<file path="src/verilog/idw_pkg.sv">
package idw_pkg;
    // Word indices handled by this block
    localparam logic [7:0] IDW_W_CAP = 8'h31;        // 49
    localparam logic [7:0] IDW_W_VALID = 8'h35;      // 53
    localparam logic [7:0] IDW_W_MWDMA = 8'h3f;      // 63
    localparam logic [7:0] IDW_W_PIO = 8'h40;        // 64
    localparam logic [7:0] IDW_W_CYC_FIRST = 8'h41;  // 65
    localparam logic [7:0] IDW_W_CYC_LAST = 8'h44;   // 68
    localparam logic [7:0] IDW_W_QDEPTH = 8'h4b;     // 75
    localparam logic [7:0] IDW_W_LCAP = 8'h4c;       // 76
    localparam logic [7:0] IDW_W_LADD = 8'h4d;       // 77
    localparam logic [7:0] IDW_W_FSUP = 8'h4e;       // 78
    localparam logic [7:0] IDW_W_FEN = 8'h4f;        // 79
    localparam logic [7:0] IDW_W_UDMA = 8'h58;       // 88
    localparam logic [7:0] IDW_W_HWRST = 8'h5d;      // 93
    localparam logic [7:0] IDW_W_TMAJ = 8'hde;       // 222
    // Field positions
    localparam int IDW_CAP_FLOW_BIT = 11;
    localparam int IDW_CAP_FLOWDIS_BIT = 10;
    localparam int IDW_VALID_UDMA_BIT = 2;
    localparam int IDW_VALID_CYC_BIT = 1;
    localparam int IDW_LADD_SPEED_LSB = 1;
    localparam int IDW_TMAJ_TYPE_LSB = 12;
    // Constant values
    localparam logic [15:0] IDW_CYCLE_NS = 16'h0078; // 120 ns
    localparam logic [3:0] IDW_TTYPE_SERIAL = 4'h1;
    localparam logic [15:0] IDW_NO_VERSION = 16'hffff;
    localparam logic [15:0] IDW_ZERO = 16'h0000;
    localparam logic [15:0] IDW_RST_WORD = 16'h0000;
endpackage

</file>
<file path="src/verilog/idw_word_builder.sv">
`timescale 1ns/100ps
module idw_word_builder
#(
    parameter logic [2:0] MWDMA_MODES = 3'h7,
    parameter logic [1:0] PIO_MODES = 2'h3,
    parameter logic [5:0] UDMA_MODES = 6'h3f,
    parameter logic [4:0] QUEUE_DEPTH_M1 = 5'h1f,
    parameter logic [2:0] SPEEDS = 3'h7,
    parameter logic [7:0] LCAP_FLAGS = 8'h01,
    parameter logic [5:0] LADD_FLAGS = 6'h00,
    parameter logic [11:0] FSUP_FLAGS = 12'h000,
    parameter bit REPORT_VERSION = 1'b1,
    parameter logic [10:0] REV_FLAGS = 11'h400
)
(
    // Clock and reset
    input wire logic mclk,
    input wire logic rst_b,
    // Word request
    input wire logic rd_req,
    input wire logic [7:0] rd_index,
    output logic [15:0] rd_data,
    output logic rd_valid,
    // Command-set defined word source
    input wire logic [15:0] ext_word,
    // Removable media
    input wire logic media_changed,
    // Live device state
    input wire logic [2:0] cur_speed,
    input wire logic [10:0] feat_enabled
);
    import idw_pkg::*;

    logic [15:0] rd_data_q;
    logic [15:0] rd_data_d;
    logic rd_valid_q;
    logic [2:0] mwdma_q;
    logic [1:0] pio_q;
    logic [5:0] udma_q;
    logic load_q;

    // Fixed mode flags are latched once after reset and again only on a media change
    always_ff @(posedge mclk)
    begin
        if (!rst_b)
        begin
            load_q <= 1'b1;
            mwdma_q <= 3'h0;
            pio_q <= 2'h0;
            udma_q <= 6'h00;
        end
        else
        begin
            load_q <= 1'b0;
            if (load_q || media_changed)
            begin
                mwdma_q <= MWDMA_MODES;
                pio_q <= PIO_MODES;
                udma_q <= UDMA_MODES;
            end
        end
    end

    // Assembled words
    wire [15:0] w_cap = {ext_word[15:12], 1'b1, 1'b1, ext_word[9:0]};
    wire udma_ok = |udma_q;
    wire cyc_ok = |pio_q;
    wire [15:0] w_valid = {13'h0000, udma_ok, cyc_ok, 1'b0};
    wire [15:0] w_mwdma = {ext_word[15:3], mwdma_q};
    wire [15:0] w_pio = {ext_word[15:2], pio_q};
    wire [15:0] w_qdepth = {11'h000, QUEUE_DEPTH_M1};
    wire [15:0] w_lcap = {LCAP_FLAGS, 4'h0, SPEEDS, 1'b0};
    wire [15:0] w_ladd = {6'h00, LADD_FLAGS, cur_speed, 1'b0};
    wire [15:0] w_fsup = {3'h0, FSUP_FLAGS, 1'b0};
    wire [15:0] w_fen = {4'h0, feat_enabled, 1'b0};
    wire [15:0] w_udma = {ext_word[15:6], udma_q};
    wire [15:0] w_tmaj = REPORT_VERSION ? {IDW_TTYPE_SERIAL, 1'b0, REV_FLAGS} : IDW_NO_VERSION;
    wire is_cyc = (rd_index >= IDW_W_CYC_FIRST) && (rd_index <= IDW_W_CYC_LAST);

    // Word selection; unlisted indices pass through
    always_comb
    begin
        rd_data_d = ext_word;
        if (is_cyc)
            rd_data_d = IDW_CYCLE_NS;
        else
        begin
            unique case (rd_index)
                IDW_W_CAP: rd_data_d = w_cap;
                IDW_W_VALID: rd_data_d = w_valid;
                IDW_W_MWDMA: rd_data_d = w_mwdma;
                IDW_W_PIO: rd_data_d = w_pio;
                IDW_W_QDEPTH: rd_data_d = w_qdepth;
                IDW_W_LCAP: rd_data_d = w_lcap;
                IDW_W_LADD: rd_data_d = w_ladd;
                IDW_W_FSUP: rd_data_d = w_fsup;
                IDW_W_FEN: rd_data_d = w_fen;
                IDW_W_UDMA: rd_data_d = w_udma;
                IDW_W_HWRST: rd_data_d = IDW_ZERO;
                IDW_W_TMAJ: rd_data_d = w_tmaj;
                default: rd_data_d = ext_word;
            endcase
        end
    end

    // Registered answer one cycle after the request
    always_ff @(posedge mclk)
    begin
        if (!rst_b)
        begin
            rd_data_q <= IDW_RST_WORD;
            rd_valid_q <= 1'b0;
        end
        else
        begin
            rd_valid_q <= rd_req;
            if (rd_req)
                rd_data_q <= rd_data_d;
        end
    end

    assign rd_data = rd_data_q;
    assign rd_valid = rd_valid_q;

    // Every read check looks one edge after the request, when the registered answer stands
    // Checks on fixed words compare against parameters, written-out constants or the latched mode flags so a wrong packing shows at once
    // Word indices are written out, except in the two live-word checks, so a package typo cannot hide behind itself

    a_speed_live: assert property (@(posedge mclk) disable iff (!rst_b)
        rd_req && rd_index == IDW_W_LADD |=> rd_valid && rd_data[3:1] == $past(cur_speed))
        else $error("negotiated speed field wrong");
    a_enable_live: assert property (@(posedge mclk) disable iff (!rst_b)
        rd_req && rd_index == IDW_W_FEN |=> rd_data == {4'h0, $past(feat_enabled), 1'b0})
        else $error("enabled flags word wrong");
    a_cycle_time: assert property (@(posedge mclk) disable iff (!rst_b)
        rd_req && rd_index >= 8'h41 && rd_index <= 8'h44 |=> rd_data == 16'h0078)
        else $error("cycle time word not 120 ns");
    a_hwreset_zero: assert property (@(posedge mclk) disable iff (!rst_b)
        rd_req && rd_index == 8'h5d |=> rd_data == 16'h0000)
        else $error("reset result word not zero");
    a_cap_flow: assert property (@(posedge mclk) disable iff (!rst_b)
        rd_req && rd_index == 8'h31 |=> rd_data[11:10] == 2'h3 && rd_data[9:0] == $past(ext_word[9:0]))
        else $error("capability flow bits wrong");
    a_valid_word: assert property (@(posedge mclk) disable iff (!rst_b)
        rd_req && rd_index == 8'h35 |=> rd_data[15:3] == 13'h0000 && rd_data[2] == |udma_q)
        else $error("field validity word wrong");
    a_lcap_resv: assert property (@(posedge mclk) disable iff (!rst_b)
        rd_req && rd_index == 8'h4c |=> rd_data[7:4] == 4'h0 && !rd_data[0])
        else $error("link capability reserved bits set");
    a_pass_through: assert property (@(posedge mclk) disable iff (!rst_b)
        rd_req && rd_index == 8'h00 |=> rd_data == $past(ext_word))
        else $error("external word not passed");
    a_fixed_hold: assert property (@(posedge mclk) disable iff (!rst_b)
        !$past(load_q) && !$past(media_changed) |-> $stable(udma_q) && $stable(mwdma_q))
        else $error("fixed flags changed without media change");
    a_tmaj_form: assert property (@(posedge mclk) disable iff (!rst_b)
        rd_req && rd_index == 8'hde |=> rd_data == 16'hffff || (rd_data[15:12] == 4'h1 && !rd_data[11]))
        else $error("transport major word malformed");

    // Each taken request yields exactly one answer marker
    a_valid_pulse: assert property (@(posedge mclk) disable iff (!rst_b)
        rd_req |=> rd_valid)
        else $error("answer marker missing");

    // No marker without a request
    a_valid_idle: assert property (@(posedge mclk) disable iff (!rst_b)
        !rd_req |=> !rd_valid)
        else $error("answer marker without request");

    // Data holds between reads so a slow reader still sees its word
    a_data_hold: assert property (@(posedge mclk) disable iff (!rst_b)
        !rd_req |=> $stable(rd_data))
        else $error("answer changed without request");

    // Reset clears the answer path
    a_reset_quiet: assert property (@(posedge mclk)
        !rst_b |=> !rd_valid && rd_data == 16'h0000)
        else $error("answer path not cleared by reset");

    // Word 53 bit 1 follows the programmed mode flags
    a_valid_cyc: assert property (@(posedge mclk) disable iff (!rst_b)
        rd_req && rd_index == 8'h35 |=> rd_data[1] == (|pio_q))
        else $error("timing valid flag wrong");

    // Word 53 obsolete bit is kept at zero
    a_valid_bit0: assert property (@(posedge mclk) disable iff (!rst_b)
        rd_req && rd_index == 8'h35 |=> !rd_data[0])
        else $error("field validity bit 0 set");

    // Word 63 low bits from the latched flags, upper bits from outside
    a_mwdma_flags: assert property (@(posedge mclk) disable iff (!rst_b)
        rd_req && rd_index == 8'h3f |=> rd_data[2:0] == mwdma_q && rd_data[15:3] == $past(ext_word[15:3]))
        else $error("multiword mode word wrong");

    // Word 64 low bits from the latched flags, upper bits from outside
    a_pio_flags: assert property (@(posedge mclk) disable iff (!rst_b)
        rd_req && rd_index == 8'h40 |=> rd_data[1:0] == pio_q && rd_data[15:2] == $past(ext_word[15:2]))
        else $error("programmed mode word wrong");

    // Word 62 sits just below the mode words and passes through
    a_below_modes: assert property (@(posedge mclk) disable iff (!rst_b)
        rd_req && rd_index == 8'h3e |=> rd_data == $past(ext_word))
        else $error("word 62 not passed");

    // Word 66 is one of the fixed cycle times
    a_cycle_mid: assert property (@(posedge mclk) disable iff (!rst_b)
        rd_req && rd_index == 8'h42 |=> rd_data == 16'h0078)
        else $error("word 66 cycle time wrong");

    // Word 69 lies past the cycle range; an off-by-one in the range shows here
    a_cycle_above: assert property (@(posedge mclk) disable iff (!rst_b)
        rd_req && rd_index == 8'h45 |=> rd_data == $past(ext_word))
        else $error("word 69 not passed");

    // Word 75 carries depth minus one and nothing above
    a_qdepth_word: assert property (@(posedge mclk) disable iff (!rst_b)
        rd_req && rd_index == 8'h4b |=> rd_data[15:5] == 11'h000 && rd_data[4:0] == QUEUE_DEPTH_M1)
        else $error("queue depth word wrong");

    // Word 74 is outside and passes through
    a_qdepth_below: assert property (@(posedge mclk) disable iff (!rst_b)
        rd_req && rd_index == 8'h4a |=> rd_data == $past(ext_word))
        else $error("word 74 not passed");

    // Word 76 speed flags
    a_lcap_speed: assert property (@(posedge mclk) disable iff (!rst_b)
        rd_req && rd_index == 8'h4c |=> rd_data[3:1] == SPEEDS)
        else $error("link speed flags wrong");

    // Word 76 must never look like an absent word to the host
    a_lcap_present: assert property (@(posedge mclk) disable iff (!rst_b)
        rd_req && rd_index == 8'h4c |=> rd_data != 16'h0000 && rd_data != 16'hffff)
        else $error("link capability word looks absent");

    // Word 76 feature flags
    a_lcap_feat: assert property (@(posedge mclk) disable iff (!rst_b)
        rd_req && rd_index == 8'h4c |=> rd_data[15:8] == LCAP_FLAGS)
        else $error("link feature flags wrong");

    // Word 77 reserved bits
    a_ladd_resv: assert property (@(posedge mclk) disable iff (!rst_b)
        rd_req && rd_index == 8'h4d |=> rd_data[15:10] == 6'h00 && !rd_data[0])
        else $error("additional capability reserved bits set");

    // Word 77 fixed capability flags
    a_ladd_caps: assert property (@(posedge mclk) disable iff (!rst_b)
        rd_req && rd_index == 8'h4d |=> rd_data[9:4] == LADD_FLAGS)
        else $error("additional capability flags wrong");

    // Word 78 is entirely fixed
    a_fsup_word: assert property (@(posedge mclk) disable iff (!rst_b)
        rd_req && rd_index == 8'h4e |=> rd_data == {3'h0, FSUP_FLAGS, 1'b0})
        else $error("supported features word wrong");

    // Word 79 reserved bits
    a_fen_resv: assert property (@(posedge mclk) disable iff (!rst_b)
        rd_req && rd_index == 8'h4f |=> rd_data[15:12] == 4'h0 && !rd_data[0])
        else $error("enabled features reserved bits set");

    // Top enable flag lands on word bit 11
    a_fen_top: assert property (@(posedge mclk) disable iff (!rst_b)
        rd_req && rd_index == 8'h4f |=> rd_data[11] == $past(feat_enabled[10]))
        else $error("top enable flag misplaced");

    // Lowest enable flag lands on word bit 1
    a_fen_low: assert property (@(posedge mclk) disable iff (!rst_b)
        rd_req && rd_index == 8'h4f |=> rd_data[1] == $past(feat_enabled[0]))
        else $error("lowest enable flag misplaced");

    // Word 88 low bits from the latched flags, upper bits from outside
    a_udma_flags: assert property (@(posedge mclk) disable iff (!rst_b)
        rd_req && rd_index == 8'h58 |=> rd_data[5:0] == udma_q && rd_data[15:6] == $past(ext_word[15:6]))
        else $error("ultra mode word wrong");

    // Word 92 just below the reset result word passes through
    a_below_hwrst: assert property (@(posedge mclk) disable iff (!rst_b)
        rd_req && rd_index == 8'h5c |=> rd_data == $past(ext_word))
        else $error("word 92 not passed");

    // Word 222 matches the chosen reporting form
    a_tmaj_value: assert property (@(posedge mclk) disable iff (!rst_b)
        rd_req && rd_index == 8'hde |=> rd_data == (REPORT_VERSION ? {4'h1, 1'b0, REV_FLAGS} : 16'hffff))
        else $error("transport major word value wrong");

    // Word 223 belongs to outside logic
    a_tmaj_minor: assert property (@(posedge mclk) disable iff (!rst_b)
        rd_req && rd_index == 8'hdf |=> rd_data == $past(ext_word))
        else $error("word 223 not passed");

    // Word 49 upper field comes from outside
    a_cap_upper: assert property (@(posedge mclk) disable iff (!rst_b)
        rd_req && rd_index == 8'h31 |=> rd_data[15:12] == $past(ext_word[15:12]))
        else $error("capability upper field wrong");

    // Highest index passes through
    a_pass_high: assert property (@(posedge mclk) disable iff (!rst_b)
        rd_req && rd_index == 8'hff |=> rd_data == $past(ext_word))
        else $error("word 255 not passed");

    // A word in the middle of the outside range passes through
    a_pass_mid: assert property (@(posedge mclk) disable iff (!rst_b)
        rd_req && rd_index == 8'h64 |=> rd_data == $past(ext_word))
        else $error("word 100 not passed");

    // Load strobe lasts one cycle, so fixed flags settle right after reset
    a_load_once: assert property (@(posedge mclk) disable iff (!rst_b)
        load_q |=> !load_q)
        else $error("load strobe stuck");

    // Once loaded, the fixed flags hold their documented values
    a_fixed_value: assert property (@(posedge mclk) disable iff (!rst_b)
        !load_q |-> udma_q == UDMA_MODES && mwdma_q == MWDMA_MODES && pio_q == PIO_MODES)
        else $error("fixed flags differ from parameters");

    // Programmed mode flags never drift outside a media change
    a_fixed_pio: assert property (@(posedge mclk) disable iff (!rst_b)
        !$past(load_q) && !$past(media_changed) |-> $stable(pio_q))
        else $error("programmed flags changed without media change");

    // A media change reloads the flags on the next edge
    a_media_reload: assert property (@(posedge mclk) disable iff (!rst_b)
        media_changed |=> udma_q == UDMA_MODES)
        else $error("media change did not reload flags");
endmodule // idw_word_builder

</file>
<file path="config.mk">
export PLATFORM = sky130hd
export DESIGN_NAME = idw_word_builder
export DESIGN_NICKNAME = d
export VERILOG_FILES = /design/src/verilog/idw_pkg.sv /design/src/verilog/idw_word_builder.sv
export SDC_FILE = /design/constraint.sdc
export NUM_CORES = 1
export LEC_CHECK = 0
export ABC_CLOCK_PERIOD_IN_PS = 3000
export BUFFER_PORTS_ARGS = -buffer_cell sky130_fd_sc_hd__buf_2
export CAP_MARGIN = 20
export CORE_UTILIZATION = 45
export DETAILED_ROUTE_END_ITERATION = 7
export HOLD_SLACK_MARGIN = 0.02
export PLACE_DENSITY = 0.79
export SLEW_MARGIN = 25
export SYNTH_ARGS = -nofsm -noshare
export SYNTH_HDL_FRONTEND = slang
export SYNTH_SLANG_ARGS = --single-unit
export TNS_END_PERCENT = 100
</file>
<file path="constraint.sdc">
create_clock -name mclk -period 3 [get_ports mclk]
set_clock_uncertainty 0.1 [all_clocks]
set_input_delay 0.45 -clock mclk [delete_from_list [all_inputs] [get_ports mclk]]
set_output_delay 0.45 -clock mclk [all_outputs]
set_load 0.005 [all_outputs]
</file>
==> summary.md, run 1 <==
| Metric | Value |
|---|---|
| Tot GR Track Use | `0.2589` |
| Antenna cells | `0` |
| Die Ht | `53.15 µm` |
| Average vias per placed instance | `5.822` |
| Hold Violations, Final | `0` |
| Worst skew pair latency | `0.29 ns` |
| Layout Nets | `249` |
| Setup ws final | `0.6045 ns` |
| Hold buffer count at cts | `0` |
| Async SR Flop Fraction | `0` |
| HPWL after detailed placement | `2.666 mm` |
| Critical path peak fanout | `14` |
| Clock sink count | `19` |
| Yosys cell types | `47` |
| Global route overflow | `0` |
| PwrDens | `347.3 nW/µm²` |
| Drt pass-1 iters | `4` |
| CTS H-Tree Depth | `1` |
| Area occupied by multi-input gates | `750.7 µm²` |
| Slew Limit Headroom | `0.6773` |
| Std cell rows | `18` |
| Total number of vias | `1374` |
| Clock period minus worst slack | `2.395 ns` |
| CP peak stage delay | `0.50 ns` |
| RSZ-0062 raised after global routing | `false` |
| CTS resizes | `0` |
| Setup total negative slack | `0 ns` |
| Fin crit share | `0.7985` |
| Slowest cell on crit path | `a2111oi_0` |
| Reg area | `380.4 µm²` |
| Pleak | `0.0007160 µW` |
| Peak VDD IR | `0.0003193 V` |
| Final setup vio count | `0` |
| Worst Path Arrival | `2.50 ns` |
| Starting Density | `0.4753` |
| MaxCap Viol Count | `0` |
| Pre-CTS WS | `0.2918 ns` |
| First DRT Iteration DRCs | `78` |
| CTS Buf Count | `3` |
| DRC Markers | `0` |
| Synth Instances | `149` |
| FF-to-FF path depth | `3` |
| Share of layout cells above drive strength 1 | `0.3301` |
| Crit end category | `flip-flop` |
| YS warnings | `0` |
| IO Count | `59` |
| Tightest Pin Transition | `0.4719 ns` |
| Critical path type | `in -> reg` |
| Worst Setup Start Kind | `primary input` |
| Number of flops mapped to enable cells by yosys | `0` |
| Antenna violations before repair | `0` |
| Fin. max-slew vios | `0` |
| Most common cell after layout, fill and taps aside | `buf_2` |
| CTS max path bufs | `2` |
| Vias in the first global route | `1215` |
| PortBufs | `58` |
| FF+latch count, synth | `19` |
| GP Congestion | `0.9129` |
| Post-CTS Setup Inserts | `0` |
| Hold WC Path Type | `in -> reg` |
| Syn_nets | `191` |
| Die width | `53.15 µm` |
| TritonCTS clock tree | `done` |
| Synthesized area per cell | `7.902 µm²` |
| Sequential share of the synthesized area | `0.3231` |
| Die area | `2825 µm²` |
| Area grow syn2layout | `28.80%` |
| Post-Syn Area | `1177 µm²` |
| Top achievable clock speed | `417.5 MHz` |
| First-pass GRT wire length | `5.375 mm` |
| Status | `complete, no violations` |
| Clock slew at reported path FFs | `0.12 ns` |
| Worst Hold Path Cells | `2` |
| WL final | `3.369 mm` |
| Largest net degree at the start of global routing | `15` |
| WL/cell | `14.28 µm` |
| Root Buffer | `clkbuf_4` |
| ANT nets after route | `0` |
| Worst-path cell chain | `buf_2 -> or3_1 -> a2111oi_0 -> nor3_2 -> a21o_1 -> o21ba_4 -> a221o_1` |
| Core Region | `2477 µm²` |
| Most frequent cells in the layout | `58 x buf_2, 19 x dfxtp_1, 16 x nand2_1` |
| Worst EP required | `3.10 ns` |
| Fill count | `236` |
| Top_reg_cell synth | `dfxtp_1` |
[cells in the mapped netlist (2+ instances only)]
library cell / number / area share
dfxtp_1: 19 / 0.32
nand2_1: 16 / 0.051
o21ai_0: 15 / 0.064
nor2_1: 12 / 0.038
a21oi_1: 7 / 0.030
and3_1: 6 / 0.032
inv_1: 6 / 0.019
a31oi_1: 5 / 0.027
clkbuf_1: 4 / 0.013
nand3_1: 4 / 0.017
a21o_1: 3 / 0.019
a22o_1: 3 / 0.022
nor3_1: 3 / 0.013
a2111oi_0: 2 / 0.015
a221o_1: 2 / 0.017
and2_1: 2 / 0.011
mux2i_1: 2 / 0.017
nand2b_1: 2 / 0.011
nor3_2: 2 / 0.017
nor4_1: 2 / 0.011
nor4b_1: 2 / 0.015
o2111ai_1: 2 / 0.015
o211ai_1: 2 / 0.013
o21ai_1: 2 / 0.0085
or4_1: 2 / 0.013
[stage by stage]
stage	power [µW]	hold WS, ns	std cells	utilization	instance area [µm²]
finish	526.7	0.2532	236	0.6121	1516
CTS	530.1	0.2513	236	0.6121	1516
global route	561.8	0.2469	236	0.6121	1516
global placement	398.5	0.3215	232	0.6010	1489
floorplan	343.4	0.3154	149	-	1177
detailed placement	402.6	0.3400	232	0.6010	1489
[layer usage]
| layer | global-route usage | vias to the layer above | wire length [µm] | share of wire |
|---|---|---|---|---|
| met4 | 0.07456 | 0 | 29 | 0.0086 |
| met3 | 0.05172 | 4 | 202 | 0.060 |
| met1 | 0.3373 | 631 | 1495 | 0.44 |
| met2 | 0.4262 | 62 | 1641 | 0.49 |
| met5 | 0 | - | 0 | 0 |
| li1 | - | 677 | - | - |
[power by group]
group / internal (µW) / switching (µW)
Sequential: 269 / 8.44
Combinational: 56.1 / 65.0
Clock: 49.7 / 78.9
Total: 374 / 152
[sequential cells by signal, summed over array words and instances, names as in the netlist]
register,count
rd_data,16
load_q,1
rd_valid,1
udma_q,1
[area by class of cell]
| cell class | count | area share |
|---|---|---|
| clock inverter | 1 | 0.003300 |
| clock buffer | 3 | 0.01485 |
| tap | 30 | 0.02475 |
| inverter | 6 | 0.01485 |
| sequential | 19 | 0.2508 |
| multi-input combinational | 118 | 0.4951 |
| timing repair buffer | 59 | 0.1964 |
[path summary, 6_finish.rpt]
kind,start,slack (ns),endpoint
setup / recovery,rd_index[1],0.60,rd_data[7]
hold / removal,ext_word[15],0.25,rd_data[15]
setup reg to reg,udma_q[0],1.72,rd_data[2]
hold reg to reg,load_q,0.36,udma_q[0]
[cells by family (layout without fill, tap and decap cells)]
logic type	count (synthesis)	after routing	synth area share
AND/OR/NAND/NOR	62	62	0.2891
flip-flops	19	19	0.3231
buffers and inverters	12	69	0.03931
multiplexers	2	2	0.01700
AO/OA/AOI/OAI	52	52	0.3167
XOR/XNOR	2	2	0.01488
[worst max-delay path, delay by kind of cell]
kind / cells / cell delay (ns)
AO/OA/AOI/OAI: 4 / 1.31
buffers and inverters: 1 / 0.20
AND/OR/NAND/NOR: 2 / 0.53
(Power assumes the default switching activity.)
==> inputs of run 2 (changes only) <==
--- a/config.mk
+++ b/config.mk
@@ -5,13 +5,14 @@
 export SDC_FILE = /design/constraint.sdc
 export NUM_CORES = 1
 export LEC_CHECK = 0
-export ABC_CLOCK_PERIOD_IN_PS = 3000
+export ABC_AREA = 1
+export ABC_CLOCK_PERIOD_IN_PS = 2300
 export BUFFER_PORTS_ARGS = -buffer_cell sky130_fd_sc_hd__buf_2
 export CAP_MARGIN = 20
-export CORE_UTILIZATION = 45
+export CORE_UTILIZATION = 49
 export DETAILED_ROUTE_END_ITERATION = 7
 export HOLD_SLACK_MARGIN = 0.02
-export PLACE_DENSITY = 0.79
+export PLACE_DENSITY = 0.8
 export SLEW_MARGIN = 25
 export SYNTH_ARGS = -nofsm -noshare
 export SYNTH_HDL_FRONTEND = slang
==> constraint.sdc (replaced) <==
create_clock -name mclk -period 2.3 [get_ports mclk]
set_clock_uncertainty 0.1 [all_clocks]
set_input_delay 0.345 -clock mclk [delete_from_list [all_inputs] [get_ports mclk]]
set_output_delay 0.345 -clock mclk [all_outputs]
set_load 0.005 [all_outputs]
==> run 2 against run 1 <==
Die area grew 21%. Worst hold slack worse by 0.072 ns. Critical path depth rose by 5. Utilization is 1.4 points higher. Worst setup slack improved by 0.13 ns. Combinational power rose by 52%. Clock power rose by 31%. Total power increased by 35%.
==> summary.md, run 2 <==
| Metric | Value |
|---|---|
| Global route overflow | `0 (unchanged)` |
| End of the critical path | `rd_data[5] (was rd_data[7])` |
| TritonCTS clock tree | `done (unchanged)` |
| FF-to-FF path depth | `6 (was 3)` |
| Peak VDD IR | `0.0002758 V (was 0.0003193 V)` |
| Setup total negative slack | `0 ns (unchanged)` |
| Total number of vias | `1804 (was 1374)` |
| Syn_nets | `290 (was 191)` |
| Post-DP Area | `1869 µm² (was 1489 µm²)` |
| Fin. max-slew vios | `0 (unchanged)` |
| Sequential share of the synthesized area | `0.2442 (was 0.3231)` |
| Worst-path cell chain | `buf_2 -> inv_1 -> nand2_2 -> nor2_8 -> nand2_4 -> nand2_4 -> nor2_4 -> nand3_4 -> nand2_2 -> nand2_1 -> a21o_1 -> inv_1 (was buf_2 -> or3_1 -> a2111oi_0 -> nor3_2 -> a21o_1 -> o21ba_4 -> a221o_1)` |
| Met3 Use GR | `0.04615 (was 0.05172)` |
| Post-CTS Setup Inserts | `0 (unchanged)` |
| Setup slack, reg-to-reg | `1.08 ns (was 1.72 ns)` |
| Largest net degree at the start of global routing | `15 (unchanged)` |
| Std cell rows | `20 (was 18)` |
| Most common cell in the netlist | `nand2_1 (was dfxtp_1)` |
| FF+latch count, synth | `19 (unchanged)` |
| Cell Int Power | `492.5 µW (was 374.4 µW)` |
| Clock period minus worst slack | `1.566 ns` |
| CTS Buf Count | `3 (unchanged)` |
| Switching power summed over all nets | `221.1 µW (was 152.3 µW)` |
| First-pass GRT wire length | `6.216 mm (was 5.375 mm)` |
| Critical path type | `in -> reg (unchanged)` |
| Final Non-Filler Cells | `350 (was 236)` |
| Sequential Power Share | `0.505 (was 0.526)` |
| Met2 Usage GRT | `0.4007 (was 0.4262)` |
| Share of layout cells above drive strength 1 | `0.3399 (was 0.3301)` |
| Async SR Flop Fraction | `0 (unchanged)` |
| Stages on the worst setup path | `12 (was 7)` |
| Root Buffer | `clkbuf_4 (unchanged)` |
| Met1 GRT Util | `0.3111 (was 0.3373)` |
| Clock power frac | `0.237 (was 0.244)` |
| HP Start | `rd_req (was ext_word[15])` |
| Tot GR Track Use | `0.2332 (was 0.2589)` |
| Critical R2R Capture | `rd_data[2] (unchanged)` |
| Core Region | `3028 µm² (was 2477 µm²)` |
| Share of the synthesized area in the top cell type | `0.2442 (was 0.3231)` |
| Starting Density | `0.5145 (was 0.4753)` |
| Yosys cell types | `28 (was 47)` |
| HPWL after detailed placement | `3.201 mm (was 2.666 mm)` |
| Die area | `3409 µm² (was 2825 µm²)` |
| Slowest cell on crit path | `nor2_4 (was a2111oi_0)` |
| Largest register FFs | `16 (unchanged)` |
| YS warnings | `0 (unchanged)` |
| Pleak | `0.001088 µW (was 0.0007160 µW)` |
| Hold WC Path Type | `in -> reg (unchanged)` |
| PortBufs | `58 (unchanged)` |
| Clock slew at reported path FFs | `0.11 ns (was 0.12 ns)` |
| Synthesized area per cell | `6.281 µm² (was 7.902 µm²)` |
| Clock sink count | `19 (unchanged)` |
| Average vias per placed instance | `5.154 (was 5.822)` |
| Fill count | `309 (was 236)` |
| Placed Cells | `346 (was 232)` |
| Fin crit share | `0.6811` |
| Hold Violations, Final | `0 (unchanged)` |
| Reg area | `380.4 µm² (unchanged)` |
| DRC Markers | `0 (unchanged)` |
| Top Usage Layer GRT | `met2 (unchanged)` |
| MaxCap Viol Count | `0 (unchanged)` |
| Antenna violations before repair | `0 (unchanged)` |
| Top cell family by delay on the critical path | `simple AND/OR/NAND/NOR gates (was compound AO/OA/AOI/OAI gates)` |
| CTS resizes | `0 (unchanged)` |
| ANT nets after route | `0 (unchanged)` |
| Worst EP required | `2.46 ns (was 3.10 ns)` |
| Synth top cells by count | `69 x nand2_1, 24 x nand3_1, 23 x nor2_1 (was 19 x dfxtp_1, 16 x nand2_1, 15 x o21ai_0)` |
| Tightest Pin Transition | `0.4609 ns (was 0.4719 ns)` |
| Number of flops mapped to enable cells by yosys | `0 (unchanged)` |
| Drt pass-1 iters | `4 (unchanged)` |
| Top achievable clock speed | `638.4 MHz` |
| Worst skew pair latency | `0.31 ns (was 0.29 ns)` |
| Antenna cells | `0 (unchanged)` |
| Vias in the first global route | `1462 (was 1215)` |
| Most frequent cells in the layout | `69 x nand2_1, 58 x buf_2, 24 x nand3_1 (was 58 x buf_2, 19 x dfxtp_1, 16 x nand2_1)` |
| Crit path buf inv count | `3 (was 1)` |
| RSZ-0062 raised after global routing | `false (unchanged)` |
| RR Startpoint | `udma_q[0] (unchanged)` |
| Status | `complete, no violations (unchanged)` |
| CP peak stage delay | `0.28 ns (was 0.50 ns)` |
| Die Ht | `58.39 µm (was 53.15 µm)` |
| Critical path peak fanout | `11 (was 14)` |
| Cell taking the most area after synthesis | `dfxtp_1 (unchanged)` |
| Crit path from | `rd_index[4] (was rd_index[1])` |
| Die width | `58.39 µm (was 53.15 µm)` |
| Final setup vio count | `0 (unchanged)` |
| Hold buffer count at cts | `0 (unchanged)` |
| Synth Instances | `248 (was 149)` |
| Combinational power share | `0.258 (was 0.230)` |
| WL/cell | `11.27 µm (was 14.28 µm)` |
| Final Cell Area | `1897 µm² (was 1516 µm²)` |
| Most common cell after layout, fill and taps aside | `nand2_1 (was buf_2)` |
| PwrDens | `376.2 nW/µm² (was 347.3 nW/µm²)` |
| IO Count | `59 (unchanged)` |
| CTS max path bufs | `2 (unchanged)` |
| WL final | `3.944 mm (was 3.369 mm)` |
| Total power | `713.6 µW (was 526.7 µW)` |
| GP Congestion | `0.9115 (was 0.9129)` |
| Top_reg_cell synth | `dfxtp_1 (unchanged)` |
| Area grow syn2layout | `21.77% (was 28.80%)` |
| Sw frac | `0.3098 (was 0.2892)` |
| Layout Nets | `349 (was 249)` |
| Area occupied by multi-input gates | `1023 µm² (was 750.7 µm²)` |
| Post-Syn Area | `1558 µm² (was 1177 µm²)` |
| CTS H-Tree Depth | `1 (unchanged)` |
| Worst Path Arrival | `1.73 ns (was 2.50 ns)` |
| Slew Limit Headroom | `0.6924 (was 0.6773)` |
| Hold slack | `0.1807 ns (was 0.2532 ns)` |
| Worst Setup Start Kind | `primary input (unchanged)` |
| Crit end category | `flip-flop (unchanged)` |
| Area contributors post-synth | `dfxtp_1 24%, nand2_1 17%, nand3_1 7.7%, a21oi_1 6.1%, nor2_1 5.5% (was dfxtp_1 32%, o21ai_0 6.4%, nand2_1 5.1%, nor2_1 3.8%, and3_1 3.2%)` |
| First DRT Iteration DRCs | `116 (was 78)` |
run 2: cell count changes after synthesis, moves of 5 or more:
cell | previous run | this run
nand2_2 | 0 | 10
nor2_1 | 12 | 23
nor2_2 | 0 | 5
nand2_4 | 0 | 6
a21oi_2 | 0 | 5
nand4_1 | 1 | 11
a21oi_1 | 7 | 19
nand3_1 | 4 | 24
inv_2 | 0 | 7
inv_1 | 6 | 21
and3_1 | 6 | 0
o21ai_0 | 15 | 6
nand2_1 | 16 | 69
run 2: per-stage QoR:
| stage | utilization | setup slack, ns |
|---|---|---|
| detailed placement | 0.6174 | 0.4374 |
| CTS | 0.6264 | 0.7588 |
| global placement | 0.6174 | 0.4803 |
| global route | 0.6264 | 0.6145 |
| finish | 0.6264 | 0.7335 |
| floorplan | - | 0.8227 |
run 2: cell type report:
type	count	area share
Clock buffer	3	0.01187
Sequential cell	19	0.2005
Tap cell	44	0.02902
Inverter	28	0.05541
Timing Repair Buffer	60	0.1609
Clock inverter	1	0.002639
Multi-Input combinational cell	195	0.5396
run 2: per-layer routing:
layer | part of all wire | vias to the layer above | routed length [µm]
met1 | 0.46 | 810 | 1809
met2 | 0.48 | 64 | 1882
li1 | - | 930 | -
met5 | 0 | - | 0
met3 | 0.064 | 0 | 252
met4 | 0 | 0 | 0
run 2: logic make-up after synthesis:
kind of cell | share of synthesized area
AO/OA/AOI/OAI | 0.1398
AND/OR/NAND/NOR | 0.5173
flip-flops | 0.2442
buffers and inverters | 0.09880
run 2: worst min path at each step:
stage	to	cells past startpoint	slack, ns
global route	rd_data[3]	3	0.19
global placement	rd_data[15]	2	0.35
detailed placement	rd_data[11]	2	0.36
CTS	rd_valid	3	0.18
floorplan	rd_valid	2	0.34
finish	rd_valid	3	0.18
run 2: power groups by stage:
| stage | Clock (µW) | Sequential [µW] | Combinational, µW |
|---|---|---|---|
| after global placement | 0 | 367 | 182 |
| after global routing | 182 | 363 | 207 |
| after detailed placement | 0 | 367 | 184 |
| final | 169 | 360 | 184 |
| after CTS | 173 | 360 | 185 |
| after floorplan | 0 | 369 | 103 |
run 2: worst reg2reg max path: stages (launching register included):
cell and delay (ns):
dfxtp_1 0.42, nand3_1 0.15, nand3_1 0.16, nor2_1 0.06, nand2_1 0.06, nand3_1 0.07, a21oi_1 0.11
==> inputs of run 3 (changes only) <==
--- a/config.mk
+++ b/config.mk
@@ -5,14 +5,14 @@
 export SDC_FILE = /design/constraint.sdc
 export NUM_CORES = 1
 export LEC_CHECK = 0
-export ABC_AREA = 1
-export ABC_CLOCK_PERIOD_IN_PS = 2300
+export ABC_AREA = 0
+export ABC_CLOCK_PERIOD_IN_PS = 1630
 export BUFFER_PORTS_ARGS = -buffer_cell sky130_fd_sc_hd__buf_2
 export CAP_MARGIN = 20
-export CORE_UTILIZATION = 49
+export CORE_UTILIZATION = 45
 export DETAILED_ROUTE_END_ITERATION = 7
 export HOLD_SLACK_MARGIN = 0.02
-export PLACE_DENSITY = 0.8
+export PLACE_DENSITY = 0.79
 export SLEW_MARGIN = 25
 export SYNTH_ARGS = -nofsm -noshare
 export SYNTH_HDL_FRONTEND = slang
==> constraint.sdc (replaced) <==
create_clock -name mclk -period 1.63 [get_ports mclk]
set_clock_uncertainty 0.1 [all_clocks]
set_input_delay 0.2445 -clock mclk [delete_from_list [all_inputs] [get_ports mclk]]
set_output_delay 0.2445 -clock mclk [all_outputs]
set_load 0.005 [all_outputs]
==> run 3 against run 2 <==
Global-route usage grew 5.7 points. Critical path type unchanged. The run now ends with design-rule violations, negative setup slack left. Critical endpoint is now rd_data[11]. Cell area grew 6.8%. Highest routed layer is now met4. Largest power group unchanged. Clock-buffer cell count is the same.
==> summary.md, run 3 (synthesized netlist as in run 1, its figures left out) <==
| Metric | Value |
|---|---|
| Status | `finished with violations (was complete, no violations)` |
| Failing checks | `design-rule violations, negative setup slack` |
| Crit path from | `rd_index[3] (was rd_index[4])` |
| Die width | `53.15 µm (was 58.39 µm)` |
| WL final | `4.271 mm (was 3.944 mm)` |
| Largest net degree at the start of global routing | `12 (was 15)` |
| MaxCap Viol Count | `0 (unchanged)` |
| First-pass GRT wire length | `5.954 mm (was 6.216 mm)` |
| Final setup vio count | `9 (was 0)` |
| TritonCTS clock tree | `done (unchanged)` |
| CTS H-Tree Depth | `1 (unchanged)` |
| CTS max path bufs | `2 (unchanged)` |
| Average vias per placed instance | `5.688 (was 5.154)` |
| Peak VDD IR | `0.0005542 V (was 0.0002758 V)` |
| FF-to-FF path depth | `3 (was 6)` |
| Final Non-Filler Cells | `279 (was 350)` |
| Worst Setup Start Kind | `primary input (unchanged)` |
| Worst EP required | `1.71 ns (was 2.46 ns)` |
| Root Buffer | `clkbuf_4 (unchanged)` |
| Crit end category | `flip-flop (unchanged)` |
| Stages on the worst setup path | `9 (was 12)` |
| Placed Cells | `272 (was 346)` |
| CTS Buf Count | `3 (unchanged)` |
| Worst Hold Path EP | `udma_q[0] (was rd_valid)` |
| Fin. max-slew vios | `0 (unchanged)` |
| Fin crit share | `1.161` |
| Most frequent cells in the layout | `53 x buf_2, 38 x buf_4, 19 x dfxtp_1 (was 69 x nand2_1, 58 x buf_2, 24 x nand3_1)` |
| Crit path buf inv count | `3 (unchanged)` |
| Hold slack | `0.04999 ns (was 0.1807 ns)` |
| Worst Hold Path Cells | `3 (unchanged)` |
| Worst-path cell chain | `buf_6 -> buf_4 -> nand2_1 -> or4_1 -> a21o_1 -> a21o_1 -> buf_6 -> a221oi_2 -> o21ai_1 (was buf_2 -> inv_1 -> nand2_2 -> nor2_8 -> nand2_4 -> nand2_4 -> nor2_4 -> nand3_4 -> nand2_2 -> nand2_1 -> a21o_1 -> inv_1)` |
| RR Startpoint | `udma_q[0] (unchanged)` |
| Hold Violations, Final | `0 (unchanged)` |
| Clock period minus worst slack | `1.892 ns` |
| HP Start | `media_changed (was rd_req)` |
| Total number of vias | `1587 (was 1804)` |
| GP Congestion | `0.9179 (was 0.9115)` |
| First DRT Iteration DRCs | `83 (was 116)` |
| Clock slew at reported path FFs | `0.11 ns (about the same)` |
| Vias in the first global route | `1449 (was 1462)` |
| Most common cell after layout, fill and taps aside | `buf_2 (was nand2_1)` |
| Hold WC Path Type | `in -> reg (unchanged)` |
| M1 WL | `1.764 mm (was 1.809 mm)` |
| Setup ws final | `-0.2623 ns (was 0.7335 ns)` |
| Starting Density | `0.4753 (was 0.5145)` |
| Final core occ | `0.8177 (was 0.6264)` |
| Layout Nets | `292 (was 349)` |
| Core Region | `2477 µm² (was 3028 µm²)` |
| Global route overflow | `0 (unchanged)` |
| Setup slack, reg-to-reg | `0.36 ns (was 1.08 ns)` |
| Clock sink count | `19 (unchanged)` |
| Drt pass-1 iters | `7 (was 4)` |
| Tightest Pin Transition | `0.3991 ns (was 0.4609 ns)` |
| Die Ht | `53.15 µm (was 58.39 µm)` |
| Share of layout cells above drive strength 1 | `0.5261 (was 0.3399)` |
| Met2 WL | `2.172 mm (was 1.882 mm)` |
| RSZ-0062 raised after global routing | `true (was false)` |
| Worst Path Arrival | `1.98 ns (was 1.73 ns)` |
| Largest register FFs | `16 (unchanged)` |
| CP peak stage delay | `0.41 ns (was 0.28 ns)` |
| Std cell rows | `18 (was 20)` |
| Slowest cell on crit path | `or4_1 (was nor2_4)` |
| HPWL after detailed placement | `3.138 mm (was 3.201 mm)` |
| Slew Limit Headroom | `0.7329 (was 0.6924)` |
| Tot GR Track Use | `0.2902 (was 0.2332)` |
| Metal3 WL | `265 µm (was 252 µm)` |
| Critical path peak fanout | `11 (unchanged)` |
| Antenna cells | `0 (unchanged)` |
| Critical path type | `in -> reg (unchanged)` |
| Critical R2R Capture | `rd_data[2] (unchanged)` |
| Hold buffer count at cts | `0 (unchanged)` |
| Top achievable clock speed | `528.5 MHz` |
| Die area | `2825 µm² (was 3409 µm²)` |
| PwrDens | `537.1 nW/µm² (was 376.2 nW/µm²)` |
| WL/cell | `15.31 µm (was 11.27 µm)` |
| DRC Markers | `2 (was 0)` |
| Antenna violations before repair | `0 (unchanged)` |
| ANT nets after route | `0 (unchanged)` |
| Top layer in use | `met4 (was met3)` |
| IO Count | `59 (unchanged)` |
| Pleak | `0.0009806 µW (was 0.001088 µW)` |
| Worst skew pair latency | `0.30 ns (was 0.31 ns)` |
| PortBufs | `58 (unchanged)` |
| Top cell family by delay on the critical path | `compound AO/OA/AOI/OAI gates (was simple AND/OR/NAND/NOR gates)` |
| Area grow syn2layout | `72.05% (was 21.77%)` |
## run 3: cell types whose count changed in the layout (fill, tap and decap cells not counted), moves of 9 or more
cell	before	now
buf_6	0	9
a21oi_1	19	6
nand2_1	69	15
buf_4	2	38
nor2_1	23	11
nand3_1	24	4
nand4_1	11	1
nand2_2	10	0
inv_1	21	6
## run 3: repair_timing
item                       in CTS  in global routing
setup endpoints to repair      14                 15
gates resized for setup        18                 22
setup buffers                   3                  2
pin swaps                      15                  9
## run 3: cell type report
class	count	area [µm²]
flip-flops and latches	19	380.4
repair buffers	102	674.4
clock buffers	3	22.52
multi-input cells	118	883.3
well taps	30	37.54
clock inverters	1	5.005
fillers	165	451.7
inverters	6	22.52
## run 3: layer usage
metal,vias up,track usage
li1,766,-
met1,726,0.3345
met2,85,0.5169
met3,10,0.05747
met4,0,0.1140
met5,-,0
## run 3: worst max path at each step
stage / endpoint
2_1_floorplan: rd_data[7]
3_3_place_gp: rd_data[9]
3_5_place_dp: rd_data[7]
4_1_cts: rd_data[7]
5_1_grt: rd_data[11]
6_report: rd_data[11]
## run 3: stage by stage
| step | setup TNS (ns) | setup slack [ns] | area [µm²] | total power [µW] |
|---|---|---|---|---|
| floorplan | -2.287 | -0.4061 | 1195 | 635.5 |
| global placement | -6.553 | -0.5338 | 1804 | 794.0 |
| detailed placement | -6.971 | -0.5634 | 1804 | 804.2 |
| CTS | -1.096 | -0.2079 | 1912 | 1056 |
| global route | -1.717 | -0.2863 | 2026 | 1136 |
| finish | -1.278 | -0.2623 | 2026 | 1088 |
## run 3: worst register-to-register path: cells and delay by family, from the launching register on
| family | cells | cell delay [ns] |
|---|---|---|
| simple gates | 1 | 0.20 |
| compound gates | 2 | 0.47 |
| flops | 1 | 0.39 |
## run 3: report_power, final
| group | total (µW) | switching, µW | internal (µW) |
|---|---|---|---|
| clock network | 243 | 151 | 91.6 |
| logic | 334 | 157 | 177 |
| registers | 511 | 16.5 | 495 |
